## config.mk

```make
export PLATFORM = sky130hd
export DESIGN_NAME = scs_clock_select
export DESIGN_NICKNAME = d
export VERILOG_FILES = /design/src/hdl/scs_pkg.sv /design/src/hdl/scs_sync_edge.sv /design/src/hdl/scs_clock_select.sv
export SDC_FILE = /design/constraint.sdc
export NUM_CORES = 1
export LEC_CHECK = 0
export BUFFER_PORTS_ARGS = -buffer_cell sky130_fd_sc_hd__buf_2
export CAP_MARGIN = 40
export CORE_MARGIN = 2
export CORE_UTILIZATION = 52
export CTS_CLUSTER_SIZE = 25
export DETAILED_ROUTE_END_ITERATION = 8
export PLACE_DENSITY = 0.76
export SETUP_SLACK_MARGIN = 0.1
export SLEW_MARGIN = 40
export SYNTH_ARGS = -nofsm -noshare
export SYNTH_HDL_FRONTEND = slang
export SYNTH_SLANG_ARGS = --single-unit
export TNS_END_PERCENT = 20
```

## constraint.sdc

```tcl
create_clock -name sys_clk -period 1.8 [get_ports sys_clk]
set_input_delay 0.27 -clock sys_clk [delete_from_list [all_inputs] [get_ports sys_clk]]
set_output_delay 0.27 -clock sys_clk [all_outputs]
set_load 0.05 [all_outputs]
```

## src/hdl/scs_pkg.sv

```systemverilog
package scs_pkg;

   // Reset-time source codes held in reset_osc_select
   localparam logic [2:0] RST_HF_64MHZ = 3'h0;  // Internal fast oscillator at top rate
   localparam logic [2:0] RST_EXT_4X   = 3'h2;  // External source through 4x multiplier
   localparam logic [2:0] RST_LF       = 3'h5;  // Internal slow oscillator
   localparam logic [2:0] RST_HF_1MHZ  = 3'h6;  // Internal fast oscillator at lowest rate
   localparam logic [2:0] RST_EXT      = 3'h7;  // External source, no multiplier

   // External mode codes held in ext_osc_mode
   localparam logic [2:0] EXT_CLOCK_LOW_POWER    = 3'h0;  // Logic clock below 500 kHz
   localparam logic [2:0] EXT_CLOCK_MEDIUM_POWER = 3'h1;  // Logic clock 500 kHz to 16 MHz
   localparam logic [2:0] EXT_CLOCK_HIGH_POWER   = 3'h2;  // Logic clock above 16 MHz
   localparam logic [2:0] LOW_POWER_CRYSTAL      = 3'h4;  // 32 kHz crystal
   localparam logic [2:0] MEDIUM_GAIN_CRYSTAL    = 3'h5;  // 500 kHz to 4 MHz crystal
   localparam logic [2:0] HIGH_GAIN_CRYSTAL      = 3'h6;  // Above 4 MHz crystal

   // Fast internal oscillator rate codes: 1,2,4,8,12,16,32,48,64 MHz
   localparam logic [3:0] HF_RATE_1MHZ  = 4'h0;  // Lowest rate
   localparam logic [3:0] HF_RATE_64MHZ = 4'h8;  // Highest legal code

   // Timing
   localparam int unsigned CLK_PERIOD_NS   = 10;     // sys_clk period
   localparam int unsigned OST_EDGES       = 1024;   // Crystal start-up count
   localparam int unsigned HF_SETTLE_NS    = 1000;   // Least settle after rate change
   localparam int unsigned HF_SETTLE_CYC   = (HF_SETTLE_NS + CLK_PERIOD_NS - 1) / CLK_PERIOD_NS;
   localparam int unsigned FAIL_SAFE_MONITOR_TIMEOUT_NS = 64000;  // Longest gap between source edges
   localparam int unsigned FAIL_SAFE_MONITOR_TIMEOUT_CYC = FAIL_SAFE_MONITOR_TIMEOUT_NS / CLK_PERIOD_NS;
   localparam logic [1:0]  GAP_CYC         = 2'h2;   // Gap count load; gates stay off four cycles or more

   localparam logic [10:0] OST_LAST    = 11'(OST_EDGES - 1);   // Last start-up count
   localparam logic [6:0]  HF_SETTLE_W = 7'(HF_SETTLE_CYC);    // Settle load value
   localparam logic [3:0]  DIV_RESET   = 4'h0;                 // Divider 1:1 after reset

   // Clock sources; the value is the gate bit index
   typedef enum logic [1:0] {SRC_HF, SRC_LF, SRC_EXT, SRC_EXT4X} scs_src_t;

   // Source selection sequence
   typedef enum logic [1:0] {ST_BOOT, ST_BREAK, ST_WAIT, ST_RUN} scs_state_t;

endpackage

```

## src/hdl/scs_sync_edge.sv

```systemverilog
`timescale 1ns/100ps
module scs_sync_edge
   import scs_pkg::*;
(
   input  wire logic sys_clk,   // System clock
   input  wire logic resetn,    // Async reset, active low
   input  wire logic clk_en,    // Freezes state while low
   input  wire logic pin_in,    // Asynchronous input
   output logic      level,     // Synchronised level
   output logic      rise       // One-cycle pulse on rising edge
);

   // Stage one is read only by stage two
   typedef struct packed {
      logic s1;    // First stage
      logic s2;    // Second stage
      logic s3;    // Edge history
   } scs_sync_t;

   scs_sync_t r_reg;   // Registered state
   scs_sync_t r_next;  // Next state

   // Shift chain
   always_comb begin
      r_next    = r_reg;
      r_next.s1 = pin_in;
      r_next.s2 = r_reg.s1;
      r_next.s3 = r_reg.s2;
   end

   // State register
   always_ff @(posedge sys_clk or negedge resetn) begin
      if (!resetn) begin
         r_reg <= '0;
      end else if (clk_en) begin
         r_reg <= r_next;
      end
   end

   assign level = r_reg.s2;
   assign rise  = r_reg.s2 & ~r_reg.s3;

endmodule // scs_sync_edge

```

## src/hdl/scs_clock_select.sv

```systemverilog
`timescale 1ns/100ps
// Contract
// - Reset source taken from reset_osc_select
// - ext_osc_mode picks the external mode
// - Three logic-clock power modes offered
// - Three crystal gain modes offered
// - Fast oscillator rate set by hf_freq_select
// - Slow oscillator fixed at 31 kHz
// - Software picks internal or external source
// - Write of select and divider requests switch
// - 4x multiplier usable with external source
// - Clock out is system clock over four
// - Logic-clock modes: pin is GPIO or clock out
// - Monitor falls back to internal oscillator
// - No start-up delay in logic-clock modes
// - Stopped clock halts with state kept
// - Crystal start-up counts 1024 input edges
// - Pattern 010 selects external with 4x
// - Rate write clears ready flags until ready
module scs_clock_select
   import scs_pkg::*;
#(
   parameter int unsigned FAIL_SAFE_MONITOR_TIMEOUT = FAIL_SAFE_MONITOR_TIMEOUT_CYC  // Monitor timeout in cycles
)(
   input  wire logic       sys_clk,            // System clock
   input  wire logic       resetn,             // Async reset, active low
   input  wire logic       clk_en,             // Freezes all state while low
   input  wire logic [2:0] reset_osc_select,   // Source after reset
   input  wire logic [2:0] ext_osc_mode,       // External mode
   input  wire logic       clock_out_enable_n, // Clock out enable, active low
   input  wire logic [2:0] new_osc_select,     // Requested source
   input  wire logic [3:0] new_clock_divider,  // Requested divider
   input  wire logic       osc_switch_wr,      // Write strobe for switch request
   input  wire logic [3:0] hf_freq_select,     // Fast oscillator rate code
   input  wire logic       hf_freq_wr,         // Write strobe for rate code
   input  wire logic       wake_pulse,         // Wake from sleep
   input  wire logic       osc_in_pin,         // External clock or crystal input
   input  wire logic       hf_osc_stable,      // Fast oscillator stable, async
   input  wire logic       mf_osc_stable,      // Mid oscillator stable, async
   input  wire logic       gpio_out_data,      // Pin data when used as GPIO
   input  wire logic       gpio_out_en,        // Pin enable when used as GPIO
   output logic [3:0]      src_gate,           // One-hot source gate, index scs_src_t
   output logic            pll_enable,         // 4x multiplier on
   output logic [3:0]      active_div,         // Divider in use
   output logic [2:0]      ext_mode_active,    // External mode latched at boot
   output logic            switch_busy,        // Switch under way
   output logic            ost_done,           // Start-up timer finished
   output logic            fail_safe_monitor_fail,          // External source failed, sticky
   output logic [3:0]      hf_rate_code,       // Applied fast oscillator rate
   output logic            hf_ready_flag,      // Fast oscillator ready
   output logic            mf_ready_flag,      // Mid oscillator ready
   output logic            osc_out_o,          // Second pin output value
   output logic            osc_out_oe          // Second pin output enable
);

   // Whole module state
   typedef struct packed {
      scs_state_t  st;        // Sequence state
      scs_src_t    src;       // Active source
      scs_src_t    pend_src;  // Source being switched to
      logic [3:0]  div;       // Active divider
      logic [3:0]  pend_div;  // Divider being switched to
      logic [2:0]  ext_mode;  // Latched external mode
      logic [3:0]  gate;      // Source gates
      logic        pll_en;    // Multiplier enable
      logic        busy;      // Switch pending
      logic [1:0]  gap;       // Dead-time count
      logic [10:0] ost_cnt;   // Start-up edge count
      logic        ost_done;  // Start-up finished
      logic [15:0] fail_safe_monitor_cnt;  // Cycles since last source edge
      logic        fail_safe_monitor_fail; // Failure seen
      logic [3:0]  hf_rate;   // Applied rate
      logic [6:0]  settle;    // Rate settle countdown
      logic        hf_rdy;    // Fast ready
      logic        mf_rdy;    // Mid ready
      logic [1:0]  co_div;    // Clock-out divider
      logic        osc_o;     // Pin value
      logic        osc_oe;    // Pin enable
   } scs_state_s_t;

   scs_state_s_t r_reg;   // Registered state
   scs_state_s_t r_next;  // Next state

   logic osc_rise;     // Source edge, synchronised
   logic hf_sync;      // Fast oscillator stable
   logic mf_sync;      // Mid oscillator stable
   logic xtal;         // Crystal mode latched
   logic pin_used;     // Crystal owns the second pin from boot, start-up included
   logic fail_safe_monitor_hit;     // Monitor timeout this cycle
   logic ost_hit;      // Last start-up edge this cycle
   logic clkout_mode;  // Pin carries clock out

   // Source code to source
   function automatic scs_src_t decode_src(input logic [2:0] code);
      unique case (code)
         RST_EXT_4X: decode_src = SRC_EXT4X;
         RST_EXT:    decode_src = SRC_EXT;
         RST_LF:     decode_src = SRC_LF;
         default:    decode_src = SRC_HF;     // Unused codes land on the safe source
      endcase
   endfunction

   // Crystal modes need the start-up timer
   function automatic logic is_xtal(input logic [2:0] mode);
      is_xtal = (mode == LOW_POWER_CRYSTAL) || (mode == MEDIUM_GAIN_CRYSTAL)
             || (mode == HIGH_GAIN_CRYSTAL);
   endfunction

   // Whether the chosen source can be gated on
   function automatic logic src_ready(input scs_src_t s, input logic hf, input logic crystal_startup_timer);
      unique case (s)
         SRC_HF:  src_ready = hf;
         SRC_LF:  src_ready = 1'b1;
         default: src_ready = crystal_startup_timer;
      endcase
   endfunction

   // Input synchronisers
   scs_sync_edge u_sync_osc (.sys_clk(sys_clk), .resetn(resetn), .clk_en(clk_en),
                             .pin_in(osc_in_pin), .level(), .rise(osc_rise));
   scs_sync_edge u_sync_hf  (.sys_clk(sys_clk), .resetn(resetn), .clk_en(clk_en),
                             .pin_in(hf_osc_stable), .level(hf_sync), .rise());
   scs_sync_edge u_sync_mf  (.sys_clk(sys_clk), .resetn(resetn), .clk_en(clk_en),
                             .pin_in(mf_osc_stable), .level(mf_sync), .rise());

   assign xtal        = is_xtal(r_reg.ext_mode);
   assign pin_used    = (r_reg.st == ST_BOOT) ? is_xtal(ext_osc_mode) : xtal;
   assign clkout_mode = !clock_out_enable_n && !pin_used;
   assign fail_safe_monitor_hit    = (r_reg.st == ST_RUN) && !osc_rise && !r_reg.gate[SRC_HF]
                     && !r_reg.gate[SRC_LF] && (r_reg.fail_safe_monitor_cnt == 16'(FAIL_SAFE_MONITOR_TIMEOUT - 1));
   assign ost_hit     = xtal && !r_reg.ost_done && osc_rise && (r_reg.ost_cnt == OST_LAST);

   // Next-state logic
   always_comb begin
      r_next        = r_reg;
      r_next.co_div = r_reg.co_div + 2'h1;

      // Start-up timer, restarted at boot and on wake
      if (r_reg.st == ST_BOOT || wake_pulse) begin
         r_next.ost_cnt  = '0;
         r_next.ost_done = (r_reg.st == ST_BOOT) ? !is_xtal(ext_osc_mode) : !xtal;
      end else if (ost_hit) begin
         r_next.ost_done = 1'b1;
      end else if (xtal && !r_reg.ost_done && osc_rise) begin
         r_next.ost_cnt = r_reg.ost_cnt + 11'h001;
      end

      // Rate change; the clear wins over a ready in the same cycle
      if (hf_freq_wr && hf_freq_select <= HF_RATE_64MHZ) begin
         r_next.hf_rate = hf_freq_select;
         r_next.hf_rdy  = 1'b0;
         r_next.mf_rdy  = 1'b0;
         r_next.settle  = HF_SETTLE_W;
      end else if (r_reg.settle != '0) begin
         r_next.settle = r_reg.settle - 7'h01;
      end else begin
         if (hf_sync) r_next.hf_rdy = 1'b1;
         if (mf_sync) r_next.mf_rdy = 1'b1;
      end

      // Monitor counts idle cycles of the external source
      if (r_reg.st == ST_RUN && !r_reg.gate[SRC_HF] && !r_reg.gate[SRC_LF] && !osc_rise) begin
         r_next.fail_safe_monitor_cnt = r_reg.fail_safe_monitor_cnt + 16'h0001;
      end else begin
         r_next.fail_safe_monitor_cnt = '0;
      end

      // Source sequence: all gates off for a gap before the new one opens
      unique case (r_reg.st)
         ST_BOOT: begin
            r_next.pend_src = decode_src(reset_osc_select);
            r_next.pend_div = DIV_RESET;
            r_next.ext_mode = ext_osc_mode;
            if (reset_osc_select == RST_HF_1MHZ) r_next.hf_rate = HF_RATE_1MHZ;
            if (reset_osc_select == RST_HF_64MHZ) r_next.hf_rate = HF_RATE_64MHZ;
            r_next.busy = 1'b1;
            r_next.st   = ST_WAIT;
         end
         ST_BREAK: begin
            if (r_reg.gap != '0) begin
               r_next.gap = r_reg.gap - 2'h1;
            end else begin
               r_next.st = ST_WAIT;
            end
         end
         ST_WAIT: begin
            if (src_ready(r_reg.pend_src, r_reg.hf_rdy, r_reg.ost_done)) begin
               r_next.src  = r_reg.pend_src;
               r_next.div  = r_reg.pend_div;
               r_next.gate = 4'h1 << r_reg.pend_src;
               r_next.pll_en = (r_reg.pend_src == SRC_EXT4X);
               r_next.busy = 1'b0;
               r_next.st   = ST_RUN;
            end
         end
         ST_RUN: begin
            if (fail_safe_monitor_hit) begin
               r_next.fail_safe_monitor_fail = 1'b1;
               r_next.pend_src  = SRC_HF;
               r_next.pend_div  = DIV_RESET;
            end else if (osc_switch_wr) begin
               r_next.pend_src = decode_src(new_osc_select);
               r_next.pend_div = new_clock_divider;
            end
            if (fail_safe_monitor_hit || osc_switch_wr) begin
               r_next.gate   = '0;
               r_next.pll_en = 1'b0;
               r_next.gap    = GAP_CYC;
               r_next.busy   = 1'b1;
               r_next.st     = ST_BREAK;
            end
         end
      endcase

      // Second pin: clock out, GPIO, or left to the crystal
      if (clkout_mode) begin
         r_next.osc_o  = r_next.co_div[1];
         r_next.osc_oe = 1'b1;
      end else if (pin_used) begin
         r_next.osc_o  = 1'b0;
         r_next.osc_oe = 1'b0;
      end else begin
         r_next.osc_o  = gpio_out_data;
         r_next.osc_oe = gpio_out_en;
      end
   end

   // State register; a low enable holds everything as a stopped clock would
   always_ff @(posedge sys_clk or negedge resetn) begin
      if (!resetn) begin
         r_reg          <= '0;
         r_reg.st       <= ST_BOOT;
         r_reg.settle   <= HF_SETTLE_W;
         r_reg.pend_src <= SRC_HF;
         r_reg.src      <= SRC_HF;
      end else if (clk_en) begin
         r_reg <= r_next;
      end
   end

   assign src_gate        = r_reg.gate;
   assign pll_enable      = r_reg.pll_en;
   assign active_div      = r_reg.div;
   assign ext_mode_active = r_reg.ext_mode;
   assign switch_busy     = r_reg.busy;
   assign ost_done        = r_reg.ost_done;
   assign fail_safe_monitor_fail       = r_reg.fail_safe_monitor_fail;
   assign hf_rate_code    = r_reg.hf_rate;
   assign hf_ready_flag   = r_reg.hf_rdy;
   assign mf_ready_flag   = r_reg.mf_rdy;
   assign osc_out_o       = r_reg.osc_o;
   assign osc_out_oe      = r_reg.osc_oe;
endmodule // scs_clock_select

```

==> out/qor.txt, run 1 <==
====================================================================================
Clock group share of total power                                               19.2%
Largest driver fanout on the critical path                                         4
Switching Power                                                              2.51 mW
Worst IR Drop VDD                                                         0.000864 V
Crit path arrival time                                                       1.99 ns
Design internal power                                                        3.48 mW
Cell type of the slowest stage on the worst timing path                 sky130_fd_sc_hd__or4_4
Startpoint kind of the worst setup timing path                              register
Share of synthesized flip-flops with an asynchronous set or reset               100%
Worst hold path endpoint                                                   r_reg[58]
Max-slew headroom at the worst pin                                             70.6%
CTS H-tree lvls                                                                    3
Type of element capturing the critical path                                 register
Cell Area, Synth                                                            3870 µm²
Ordered list of cells on the worst path                                 or4_4, o311ai_4, buf_4, xor2_1, nand2_1
Antenna-violating nets left                                                        0
Max Root-Sink Buffers                                                              2
Critical Path Source                                                       r_reg[11]
Via count of the first global-routing pass                                      2996
Maximum number of pins on one net before global-route repair                      76
Gr ovfl total                                                                      0
Post-detailed-route wirelength per cell                                      15.2 µm
Height of the die                                                            90.3 µm
Final count of pins violating max slew                                             0
Number of core rows                                                               31
Number of enable flip-flop cells after synthesis                                   0
Initial core utilization                                                       53.7%
Final setup violation count                                                        0
Tot GR Track Use                                                               21.5%
Origin of the critical flop-to-flop path                                   r_reg[11]
Yosys warns                                                                        0
Drc violations                                                                     0
Critical path depth in cells                                                       5
Depth of the most critical reg-to-reg path                                         5
Initial antenna violation count                                                    0
Avg Vias per Cell                                                               5.56
First-pass iteration count of the detailed router                                  4
Total area of sequential cells                                              1880 µm²
Count of buffering cells on the critical path with inverters included              1
Switch share                                                                   41.9%
Main synth FF type                                                      sky130_fd_sc_hd__dfrtp_1
Chip Width                                                                   90.3 µm
GP Congestion                                                                  0.837
Total instance count after detailed placement                                    525
Fraction of the yosys area taken by sequential cells                           48.6%
Run status                                                              finished clean
Clock Skew                                                                 0.0130 ns
Core box area                                                               7210 µm²
Family with the most delay on the worst path                            simple AND/OR/NAND/NOR gates
Maximum cell stage delay along the critical path                             0.58 ns
Wire length reported by the detailed router                                  8370 µm
Layout Cell Area excl Fill                                                  4550 µm²
Total nets after synthesis                                                       420
Achievable frequency                                                         582 MHz
Number of antenna cells inserted                                                   0
HP Class                                                                      in2reg
Slew at the pin closest to its max-slew limit                               0.440 ns
Flip-flop count of the largest register after layout                              46
Period utilization                                                             95.5%
Post-detailed-placement half-perimeter wirelength                            5950 µm
Cts bufs inserted                                                                  9
Library cells used by synthesis                                                   57
Growth of design area from synthesis to finish                                 17.5%
Cells after synthesis                                                            382
Fraction of power consumed by combinational cells                              41.4%
Class of the most critical setup path                                        reg2reg
Fill cell instance count of the final layout                                     631
Pwr dens                                                                 1320 nW/µm²
Iter 0 DRT Violations                                                            142
Worst-skew pair later-pin latency                                            0.34 ns
Leakage component of the power                                               2.03 nW
Count of final hold-check violations                                               0
Cell area after placement                                                   4240 µm²
Final min period                                                             1.72 ns
Layout cell share with drive strength beyond 1                                 28.1%
Num Clock Sinks                                                                   75
Post-Syn Area per Cell                                                      10.1 µm²
Floorplan die area                                                          8150 µm²
Final net count                                                                  485
RSZ-0062 raised after global routing                                            true
Port bufs                                                                         51
Max-cap violations                                                                 0
Crit Reg-Reg Endpoint                                                       r_reg[8]
TritonCTS clock tree                                                             yes
Final Core Density                                                             63.1%
Startpoint of the worst hold path                                       new_clock_divider[1]
Total negative slack                                                            0 ns
Root Buffer                                                             sky130_fd_sc_hd__clkbuf_8
Min-Delay Path Depth                                                               2
Global-route wire length before repair                                      14200 µm
Total of flip-flops plus latches after synthesis                                  75
Proportion of power drawn by flip-flops and latches                            39.4%
I/O pins                                                                          52
Clock-pin slew on the worst setup and hold paths                             0.08 ns
Via count                                                                       3065
Total area of multi-input combinational cells                               1850 µm²
Worst path required time                                                     2.07 ns
Non-Filler Instances                                                             551
Setup slack of the most critical reg-to-reg path                             0.08 ns
====================================================================================
## worst max-delay path by stage
stage / endpoint / slack, ns
global placement: r_reg[65] / 0.10
finish: r_reg[8] / 0.08
detailed placement: r_reg[65] / 0.01
global route: r_reg[10] / 0.002
CTS: r_reg[59] / 0.07
floorplan: r_reg[44] / 0.09
## what timing repair did
| item | CTS | global route |
|---|---|---|
| gates resized for setup | 4 | 11 |
| endpoints found under the setup margin | 12 | 31 |
| setup buffers | 2 | 7 |
| pin swaps | 2 | 11 |
| hold buffers | 1 | 0 |
| endpoints found under the hold margin | 72 | 0 |
## synthesized netlist by cell type (all sizes together) (3+ instances only)
cell / instances / share of area, %
dfrtp: 72 / 47
nand2: 36 / 3.5
nor2: 36 / 3.5
o21ai: 21 / 2.7
buf: 18 / 3.2
xnor2: 16 / 3.6
nand3: 15 / 1.9
inv: 14 / 1.4
mux2: 14 / 4.1
a21oi: 12 / 1.6
nand4: 12 / 1.9
nor3: 11 / 1.7
a31oi: 9 / 1.5
ha: 9 / 2.9
xor2: 9 / 2.0
o2bb2ai: 6 / 1.4
clkbuf: 5 / 0.48
mux2i: 5 / 1.3
a22o: 4 / 0.90
nand2b: 4 / 0.65
nor2b: 4 / 0.65
nor4: 4 / 0.65
or3: 4 / 0.65
and3: 3 / 0.48
dfstp: 3 / 2.0
o31ai: 3 / 0.58
or2: 3 / 0.48
## routing by layer
| metal | GRT usage (%) | routed length, µm | vias up |
|---|---|---|---|
| li1 | - | - | 1481 |
| met1 | 30.5 | 3870 | 1489 |
| met2 | 33.3 | 3970 | 83 |
| met3 | 4.92 | 414 | 12 |
| met4 | 6.41 | 112 | 0 |
| met5 | 0 | 0 | - |
## cells by family after synthesis
family / count (synthesis) / synth area share [%]
AO/OA/AOI/OAI: 70 / 12.4
XOR/XNOR: 25 / 5.65
flip-flops: 75 / 48.6
adder cells (fa/ha/maj): 9 / 2.91
multiplexers: 19 / 5.36
buffers and inverters: 37 / 5.07
AND/OR/NAND/NOR: 147 / 20.0
## metrics by stage
stage | hold WS, ns | setup WS, ns | power [mW]
2_1_floorplan | -0.0256 | 0.0916 | 4.19
3_3_place_gp | 0.338 | 0.103 | 4.63
3_5_place_dp | 0.336 | 0.0123 | 4.70
4_1_cts | 0.124 | 0.0702 | 5.92
5_1_grt | 0.140 | 0.00201 | 6.37
6_report | 0.141 | 0.0814 | 6.00
## placed cells by master, fill, tap and decap left out, types with 3 or more instances in the layout
cell / n
sky130_fd_sc_hd__nand2_1: 36
sky130_fd_sc_hd__nand3_1: 15
sky130_fd_sc_hd__nand2b_1: 4
sky130_fd_sc_hd__o21ai_0: 20
sky130_fd_sc_hd__dfstp_2: 3
sky130_fd_sc_hd__nor2_1: 34
sky130_fd_sc_hd__buf_2: 51
sky130_fd_sc_hd__a31oi_1: 9
sky130_fd_sc_hd__o31ai_1: 3
sky130_fd_sc_hd__inv_1: 14
sky130_fd_sc_hd__xnor2_1: 16
sky130_fd_sc_hd__or3_1: 4
sky130_fd_sc_hd__mux2_2: 14
sky130_fd_sc_hd__dfrtp_1: 71
sky130_fd_sc_hd__nand4_1: 12
sky130_fd_sc_hd__buf_4: 24
sky130_fd_sc_hd__nor3_1: 9
sky130_fd_sc_hd__a22o_1: 4
sky130_fd_sc_hd__nor2b_1: 4
sky130_fd_sc_hd__nor4_1: 3
sky130_fd_sc_hd__xor2_1: 9
sky130_fd_sc_hd__a21oi_1: 12
sky130_fd_sc_hd__mux2i_1: 5
sky130_fd_sc_hd__clkinvlp_4: 4
sky130_fd_sc_hd__clkbuf_8: 9
sky130_fd_sc_hd__ha_1: 7
sky130_fd_sc_hd__o2bb2ai_1: 6
## area by class of cell
cell class	count	area share, %
multi-input cells	270	40.7
well taps	99	2.72
repair buffers	77	10.2
flip-flops and latches	75	41.3
clock inverters	6	1.04
inverters	14	1.15
clock buffers	10	2.80
## power groups by stage
stage / combinational (mW) / clock (mW) / sequential, mW
5_1_grt: 2.70 / 1.26 / 2.42
6_report: 2.48 / 1.15 / 2.36
4_1_cts: 2.36 / 1.19 / 2.37
2_1_floorplan: 1.66 / 0 / 2.52
3_5_place_dp: 2.30 / 0 / 2.40
3_3_place_gp: 2.25 / 0 / 2.38
Power figures use the tool's default switching activity.
==> run 2, diff against run 1 <==
--- a/config.mk
+++ b/config.mk
@@ -12,6 +12,7 @@
 export CTS_CLUSTER_SIZE = 25
 export DETAILED_ROUTE_END_ITERATION = 8
 export PLACE_DENSITY = 0.76
+export RECOVER_POWER = 25
 export SETUP_SLACK_MARGIN = 0.1
 export SLEW_MARGIN = 40
 export SYNTH_ARGS = -nofsm -noshare
==> out/qor.txt, run 2 (synthesis results as in run 1) <==
=====================================================================================
Avg Vias per Cell                                                                5.56   unchanged
Tot GR Track Use                                                                21.5%   unchanged
Via count of the first global-routing pass                                       2996   unchanged
Max-cap violations                                                                  0   unchanged
Floorplan die area                                                           8150 µm²   unchanged
Iter 0 DRT Violations                                                             145   was 142
First-pass iteration count of the detailed router                                   4   unchanged
Maximum cell stage delay along the critical path                              0.58 ns   about the same
Growth of design area from synthesis to finish                                  17.1%   was 17.5%
I/O pins                                                                           52   unchanged
Run status                                                               finished clean   unchanged
Initial antenna violation count                                                     0   unchanged
Startpoint of the worst hold path                                        new_clock_divider[1]   unchanged
Achievable frequency                                                          582 MHz   about the same
Worst hold path endpoint                                                    r_reg[58]   unchanged
Worst IR Drop VDD                                                          0.000864 V   about the same
Count of buffering cells on the critical path with inverters included               1   unchanged
Family with the most delay on the worst path                             simple AND/OR/NAND/NOR gates   unchanged
Final min period                                                              1.72 ns   about the same
Leakage component of the power                                                2.03 nW   about the same
Count of final hold-check violations                                                0   unchanged
Worst path required time                                                      2.07 ns   about the same
Most frequent standard cell in the layout excluding fill and tap cells   sky130_fd_sc_hd__dfrtp_1   unchanged
Wire length reported by the detailed router                                   8360 µm   was 8370 µm
Final count of pins violating max slew                                              0   unchanged
Worst-skew pair later-pin latency                                             0.35 ns   was 0.34 ns
Total negative slack                                                             0 ns   unchanged
Root Buffer                                                              sky130_fd_sc_hd__clkbuf_8   unchanged
Setup slack of the most critical reg-to-reg path                              0.08 ns   about the same
Antenna-violating nets left                                                         0   unchanged
Pwr dens                                                                  1320 nW/µm²   about the same
Initial core utilization                                                        53.7%   unchanged
Post-detailed-route wirelength per cell                                       15.2 µm   about the same
Origin of the critical flop-to-flop path                                    r_reg[11]   unchanged
Number of antenna cells inserted                                                    0   unchanged
Cell type of the slowest stage on the worst timing path                  sky130_fd_sc_hd__or4_4   unchanged
Layout cell share with drive strength beyond 1                                  27.9%   was 28.1%
Cts bufs inserted                                                                   9   unchanged
Min-Delay Path Depth                                                                2   unchanged
Chip Width                                                                    90.3 µm   unchanged
Clock Skew                                                                  0.0139 ns   was 0.0130 ns
Most frequent cells in the layout                                        71 x sky130_fd_sc_hd__dfrtp_1, 51 x sky130_fd_sc_hd__buf_2, 36 x sky130_fd_sc_hd__nand2_1, 34 x sky130_fd_sc_hd__nor2_1, 23 x sky130_fd_sc_hd__buf_4   was 71 x sky130_fd_sc_hd__dfrtp_1, 51 x sky130_fd_sc_hd__buf_2, 36 x sky130_fd_sc_hd__nand2_1, 34 x sky130_fd_sc_hd__nor2_1, 24 x sky130_fd_sc_hd__buf_4
Post-detailed-placement half-perimeter wirelength                             5950 µm   unchanged
Maximum number of pins on one net before global-route repair                       76   unchanged
Critical path depth in cells                                                        5   unchanged
Port bufs                                                                          51   unchanged
Depth of the most critical reg-to-reg path                                          5   unchanged
HP Class                                                                       in2reg   unchanged
GP Congestion                                                                   0.837   unchanged
Num Clock Sinks                                                                    75   unchanged
Period utilization                                                              95.4%   was 95.5%
Max-slew headroom at the worst pin                                              33.6%   was 70.6%
Via count                                                                        3065   unchanged
Height of the die                                                             90.3 µm   unchanged
Clock-pin slew on the worst setup and hold paths                              0.08 ns   about the same
Core box area                                                                7210 µm²   unchanged
Startpoint kind of the worst setup timing path                               register   unchanged
Gr ovfl total                                                                       0   unchanged
TritonCTS clock tree                                                              yes   unchanged
Crit path arrival time                                                        1.99 ns   about the same
Flip-flop count of the largest register after layout                               46   unchanged
Crit Reg-Reg Endpoint                                                        r_reg[8]   unchanged
Total power                                                                   5.99 mW   was 6.00 mW
Final net count                                                                   485   unchanged
Type of element capturing the critical path                                  register   unchanged
CTS H-tree lvls                                                                     3   unchanged
Ordered list of cells on the worst path                                  or4_4, o311ai_4, buf_4, xor2_1, nand2_1   unchanged
Global-route wire length before repair                                       14200 µm   unchanged
Slew at the pin closest to its max-slew limit                                0.996 ns   was 0.440 ns
Final setup violation count                                                         0   unchanged
Drc violations                                                                      0   unchanged
Class of the most critical setup path                                         reg2reg   unchanged
Number of core rows                                                                31   unchanged
Max Root-Sink Buffers                                                               2   unchanged
RSZ-0062 raised after global routing                                             true   unchanged
Largest driver fanout on the critical path                                          4   unchanged
=====================================================================================
-- run 2: final cells by class --
cell class	count	area, µm²
Timing Repair Buffer	77	449
Multi-Input combinational cell	270	1850
Clock buffer	10	128
Clock inverter	6	47.5
Tap cell	99	124
Fill cell	633	2680
Sequential cell	75	1880
Inverter	14	52.6
-- run 2: how the worst max path moves through the flow --
stage | start | to
finish | r_reg[11] | r_reg[8]
global route | r_reg[9] | r_reg[10]
global placement | r_reg[18] | r_reg[65]
floorplan | ost_done | r_reg[44]
detailed placement | r_reg[18] | r_reg[65]
CTS | r_reg[19] | r_reg[59]
-- run 2: per-stage QoR --
stage               std cells  worst slack (ns)  utilization, %  cell area, µm²  hold WS, ns
floorplan                 382            0.0916               -            3870      -0.0256
global placement          525             0.103            58.8            4240        0.338
detailed placement        525            0.0123            58.8            4240        0.336
CTS                       544            0.0702            61.7            4450        0.124
global route              551           0.00201            62.9            4540        0.140
finish                    551            0.0828            62.9            4540        0.137
-- run 2: what timing repair did --
item / 4_1_cts / 5_1_grt
pin swaps: 2 / 11
endpoints found under the hold margin: 72 / 0
resized for setup: 4 / 11
setup endpoints to repair: 12 / 31
hold buffers: 1 / 0
buffers inserted: 2 / 7
-- run 2: metal layers --
| layer | track usage, % | routed length, µm |
|---|---|---|
| met1 | 30.5 | 3820 |
| met4 | 6.41 | 97 |
| met5 | 0 | 0 |
| met3 | 4.92 | 418 |
| met2 | 33.3 | 4020 |
-- run 2: worst register-to-register path: stages (launching register included) --
cell                       delay (ns)
sky130_fd_sc_hd__dfstp_2         0.38
sky130_fd_sc_hd__or4_4           0.58
sky130_fd_sc_hd__o311ai_4        0.32
sky130_fd_sc_hd__buf_4           0.17
sky130_fd_sc_hd__xor2_1          0.13
sky130_fd_sc_hd__nand2_1         0.07
-- run 2: power breakdown --
group          total, mW  leakage [nW]  switching [mW]  internal [mW]
clock               1.15        0.0755           0.645          0.509
combinational       2.47         0.989            1.59          0.886
sequential          2.36         0.962           0.283           2.08
total               5.99          2.03            2.51           3.48
==> run 3, diff against run 2 <==
--- a/config.mk
+++ b/config.mk
@@ -5,13 +5,13 @@
 export SDC_FILE = /design/constraint.sdc
 export NUM_CORES = 1
 export LEC_CHECK = 0
-export BUFFER_PORTS_ARGS = -buffer_cell sky130_fd_sc_hd__buf_2
 export CAP_MARGIN = 40
 export CORE_MARGIN = 2
-export CORE_UTILIZATION = 52
+export CORE_UTILIZATION = 57
 export CTS_CLUSTER_SIZE = 25
 export DETAILED_ROUTE_END_ITERATION = 8
-export PLACE_DENSITY = 0.76
+export DONT_BUFFER_PORTS = 1
+export PLACE_DENSITY = 0.75
 export RECOVER_POWER = 25
 export SETUP_SLACK_MARGIN = 0.1
 export SLEW_MARGIN = 40
==> out/qor.txt, run 3 (synthesis results as in run 1) <==
=====================================================================================
Run status                                                               complete, but fails checks   was finished clean
Violated checks                                                           hold timing
Slew at the pin closest to its max-slew limit                                0.549 ns   was 0.996 ns
Core box area                                                                6680 µm²   was 7210 µm²
Worst path required time                                                      2.03 ns   was 2.07 ns
Height of the die                                                             86.4 µm   was 90.3 µm
First-pass iteration count of the detailed router                                   4   unchanged
Antenna-violating nets left                                                         0   unchanged
Cts bufs inserted                                                                   9   unchanged
Number of antenna cells inserted                                                    0   unchanged
Switch share                                                                    39.9%   was 42.0%
Via count                                                                        2885   was 3065
Cell type of the slowest stage on the worst timing path                  sky130_fd_sc_hd__dfrtp_2   was sky130_fd_sc_hd__or4_4
Via count of the first global-routing pass                                       2797   was 2996
Max Root-Sink Buffers                                                               2   unchanged
Clock Skew                                                                 0.00776 ns   was 0.0139 ns
Clock group share of total power                                                23.2%   was 19.3%
Most frequent cells in the layout                                        69 x sky130_fd_sc_hd__dfrtp_1, 35 x sky130_fd_sc_hd__nand2_1, 33 x sky130_fd_sc_hd__nor2_1, 24 x sky130_fd_sc_hd__buf_4, 20 x sky130_fd_sc_hd__o21ai_0   was 71 x sky130_fd_sc_hd__dfrtp_1, 51 x sky130_fd_sc_hd__buf_2, 36 x sky130_fd_sc_hd__nand2_1, 34 x sky130_fd_sc_hd__nor2_1, 23 x sky130_fd_sc_hd__buf_4
Chip Width                                                                    86.4 µm   was 90.3 µm
Floorplan die area                                                           7470 µm²   was 8150 µm²
CTS H-tree lvls                                                                     3   unchanged
HP Class                                                                     in2async   was in2reg
Class of the most critical setup path                                         reg2reg   unchanged
Switching Power                                                               2.42 mW   was 2.51 mW
Ordered list of cells on the worst path                                  nor4_4, nand4_1, or2_1, a311oi_1, a21oi_1   was or4_4, o311ai_4, buf_4, xor2_1, nand2_1
Initial core utilization                                                        58.0%   was 53.7%
Non-Filler Instances                                                              480   was 551
Fraction of power consumed by combinational cells                               31.3%   was 41.3%
Final net count                                                                   433   was 485
Wire length reported by the detailed router                                   8010 µm   was 8360 µm
Layout cell share with drive strength beyond 1                                  21.8%   was 27.9%
RSZ-0062 raised after global routing                                             true   unchanged
Clock-pin slew on the worst setup and hold paths                              0.08 ns   about the same
Final setup violation count                                                         0   unchanged
Maximum number of pins on one net before global-route repair                       76   unchanged
GP Congestion                                                                   0.897   was 0.837
Global-route wire length before repair                                       12800 µm   was 14200 µm
Leakage component of the power                                                1.83 nW   was 2.03 nW
Fill cell instance count of the final layout                                      513   was 633
TritonCTS clock tree                                                              yes   unchanged
Growth of design area from synthesis to finish                                  11.8%   was 17.1%
Final min period                                                              1.78 ns   was 1.72 ns
Pwr dens                                                                  1400 nW/µm²   was 1320 nW/µm²
Achievable frequency                                                          561 MHz   was 582 MHz
Worst IR Drop VDD                                                           0.00104 V   was 0.000864 V
Gr ovfl total                                                                       0   unchanged
Iter 0 DRT Violations                                                             175   was 145
Drc violations                                                                      0   unchanged
Crit path arrival time                                                        2.01 ns   was 1.99 ns
Critical Path Source                                                        r_reg[28]   was r_reg[11]
Most frequent standard cell in the layout excluding fill and tap cells   sky130_fd_sc_hd__dfrtp_1   unchanged
Max-slew headroom at the worst pin                                              63.4%   was 33.6%
Hold bufs inserted after CTS                                                        1   unchanged
Post-detailed-placement half-perimeter wirelength                             5620 µm   was 5950 µm
Period utilization                                                              99.0%   was 95.4%
Max-cap violations                                                                  0   unchanged
Worst-skew pair later-pin latency                                             0.34 ns   was 0.35 ns
I/O pins                                                                           52   unchanged
Final count of pins violating max slew                                              0   unchanged
Origin of the critical flop-to-flop path                                    r_reg[28]   was r_reg[11]
Count of final hold-check violations                                               75   was 0
Num Clock Sinks                                                                    75   unchanged
Port bufs                                                                           0   was 51
Post-route worst hold slack                                                 -0.383 ns   was 0.137 ns
Flip-flop count of the largest register after layout                               46   unchanged
Design internal power                                                         3.65 mW   was 3.48 mW
Type of element capturing the critical path                                  register   unchanged
Total power                                                                   6.06 mW   was 5.99 mW
Post-detailed-route wirelength per cell                                       16.7 µm   was 15.2 µm
Number of core rows                                                                30   was 31
Maximum cell stage delay along the critical path                              0.46 ns   was 0.58 ns
Startpoint kind of the worst setup timing path                               register   unchanged
Initial antenna violation count                                                     0   unchanged
Root Buffer                                                              sky130_fd_sc_hd__clkbuf_8   unchanged
Avg Vias per Cell                                                                6.01   was 5.56
Total instance count after detailed placement                                     458   was 525
Largest driver fanout on the critical path                                          5   was 4
Tot GR Track Use                                                                22.0%   was 21.5%
Proportion of power drawn by flip-flops and latches                             45.4%   was 39.5%
=====================================================================================
-- run 3: changes by cell type in the layout (fill, tap and decap cells not counted), sizes merged --
cell | before | now
clkbuf | 12 | 10
buf | 74 | 24
bufinv | 0 | 2
clkinvlp | 4 | 2
inv | 16 | 15
clkinv | 0 | 1
-- run 3: what timing repair did --
item / CTS / global route
setup buffers: 3 / 2
setup endpoints to repair: 14 / 29
gates resized for setup: 4 / 22
hold endpoints to repair: 79 / 75
pin swaps: 3 / 21
-- run 3: power by group through the flow --
stage               clock network, mW  logic (mW)  registers, mW
global placement                    0        1.71           2.76
floorplan                           0        1.66           2.52
detailed placement                  0        1.77           2.77
CTS                              1.44        1.82           2.74
finish                           1.41        1.90           2.75
global route                     1.52        2.07           2.80
-- run 3: metal layers --
metal  GRT usage, %  vias to the layer above  part of all wire (%)
li1               -                     1378                     -
met1           29.2                     1412                    44
met2           35.5                       86                    49
met3           5.14                        9                   5.5
met4           8.24                        0                   1.2
met5              0                        -                     0
-- run 3: layout make-up --
class	count	area, µm²	area share [%]
Multi-Input combinational cell	270	1890	43.6
Sequential cell	75	1880	43.5
Timing Repair Buffer	25	190	4.39
Clock buffer	10	128	2.95
Tap cell	80	100	2.31
Clock inverter	6	88.8	2.05
Inverter	14	52.6	1.21
-- run 3: per-stage QoR --
stage / util (%) / area (µm²) / setup TNS (ns) / worst slack, ns
6_report: 64.8 / 4330 / 0 / 0.0188
5_1_grt: 64.8 / 4330 / -0.0136 / -0.00862
4_1_cts: 63.3 / 4230 / 0 / 0.0775
3_5_place_dp: 59.4 / 3970 / 0 / 0.0386
3_3_place_gp: 59.4 / 3970 / 0 / 0.108
2_1_floorplan: - / 3870 / 0 / 0.0916
-- run 3: critical path: cells and delay by family (launching register included) --
kind / cells / cell delay [ns]
AOI/OAI and AO/OA: 2 / 0.35
and+or+nand+nor: 3 / 0.86
DFF: 1 / 0.46
-- run 3: path summary, 6_finish.rpt --
path / to / slack (ns) / cells after the start
min: r_reg[24] / -0.38 / 0
max reg2reg: r_reg[65] / 0.02 / 5
min reg2reg: u_sync_hf.level / 0.50 / 1
max in group asynchronous: r_reg[11] / 1.98 / 0
max: r_reg[65] / 0.02 / 5
min in group sys_clk: hf_rate_code[3] / 0.02 / 1
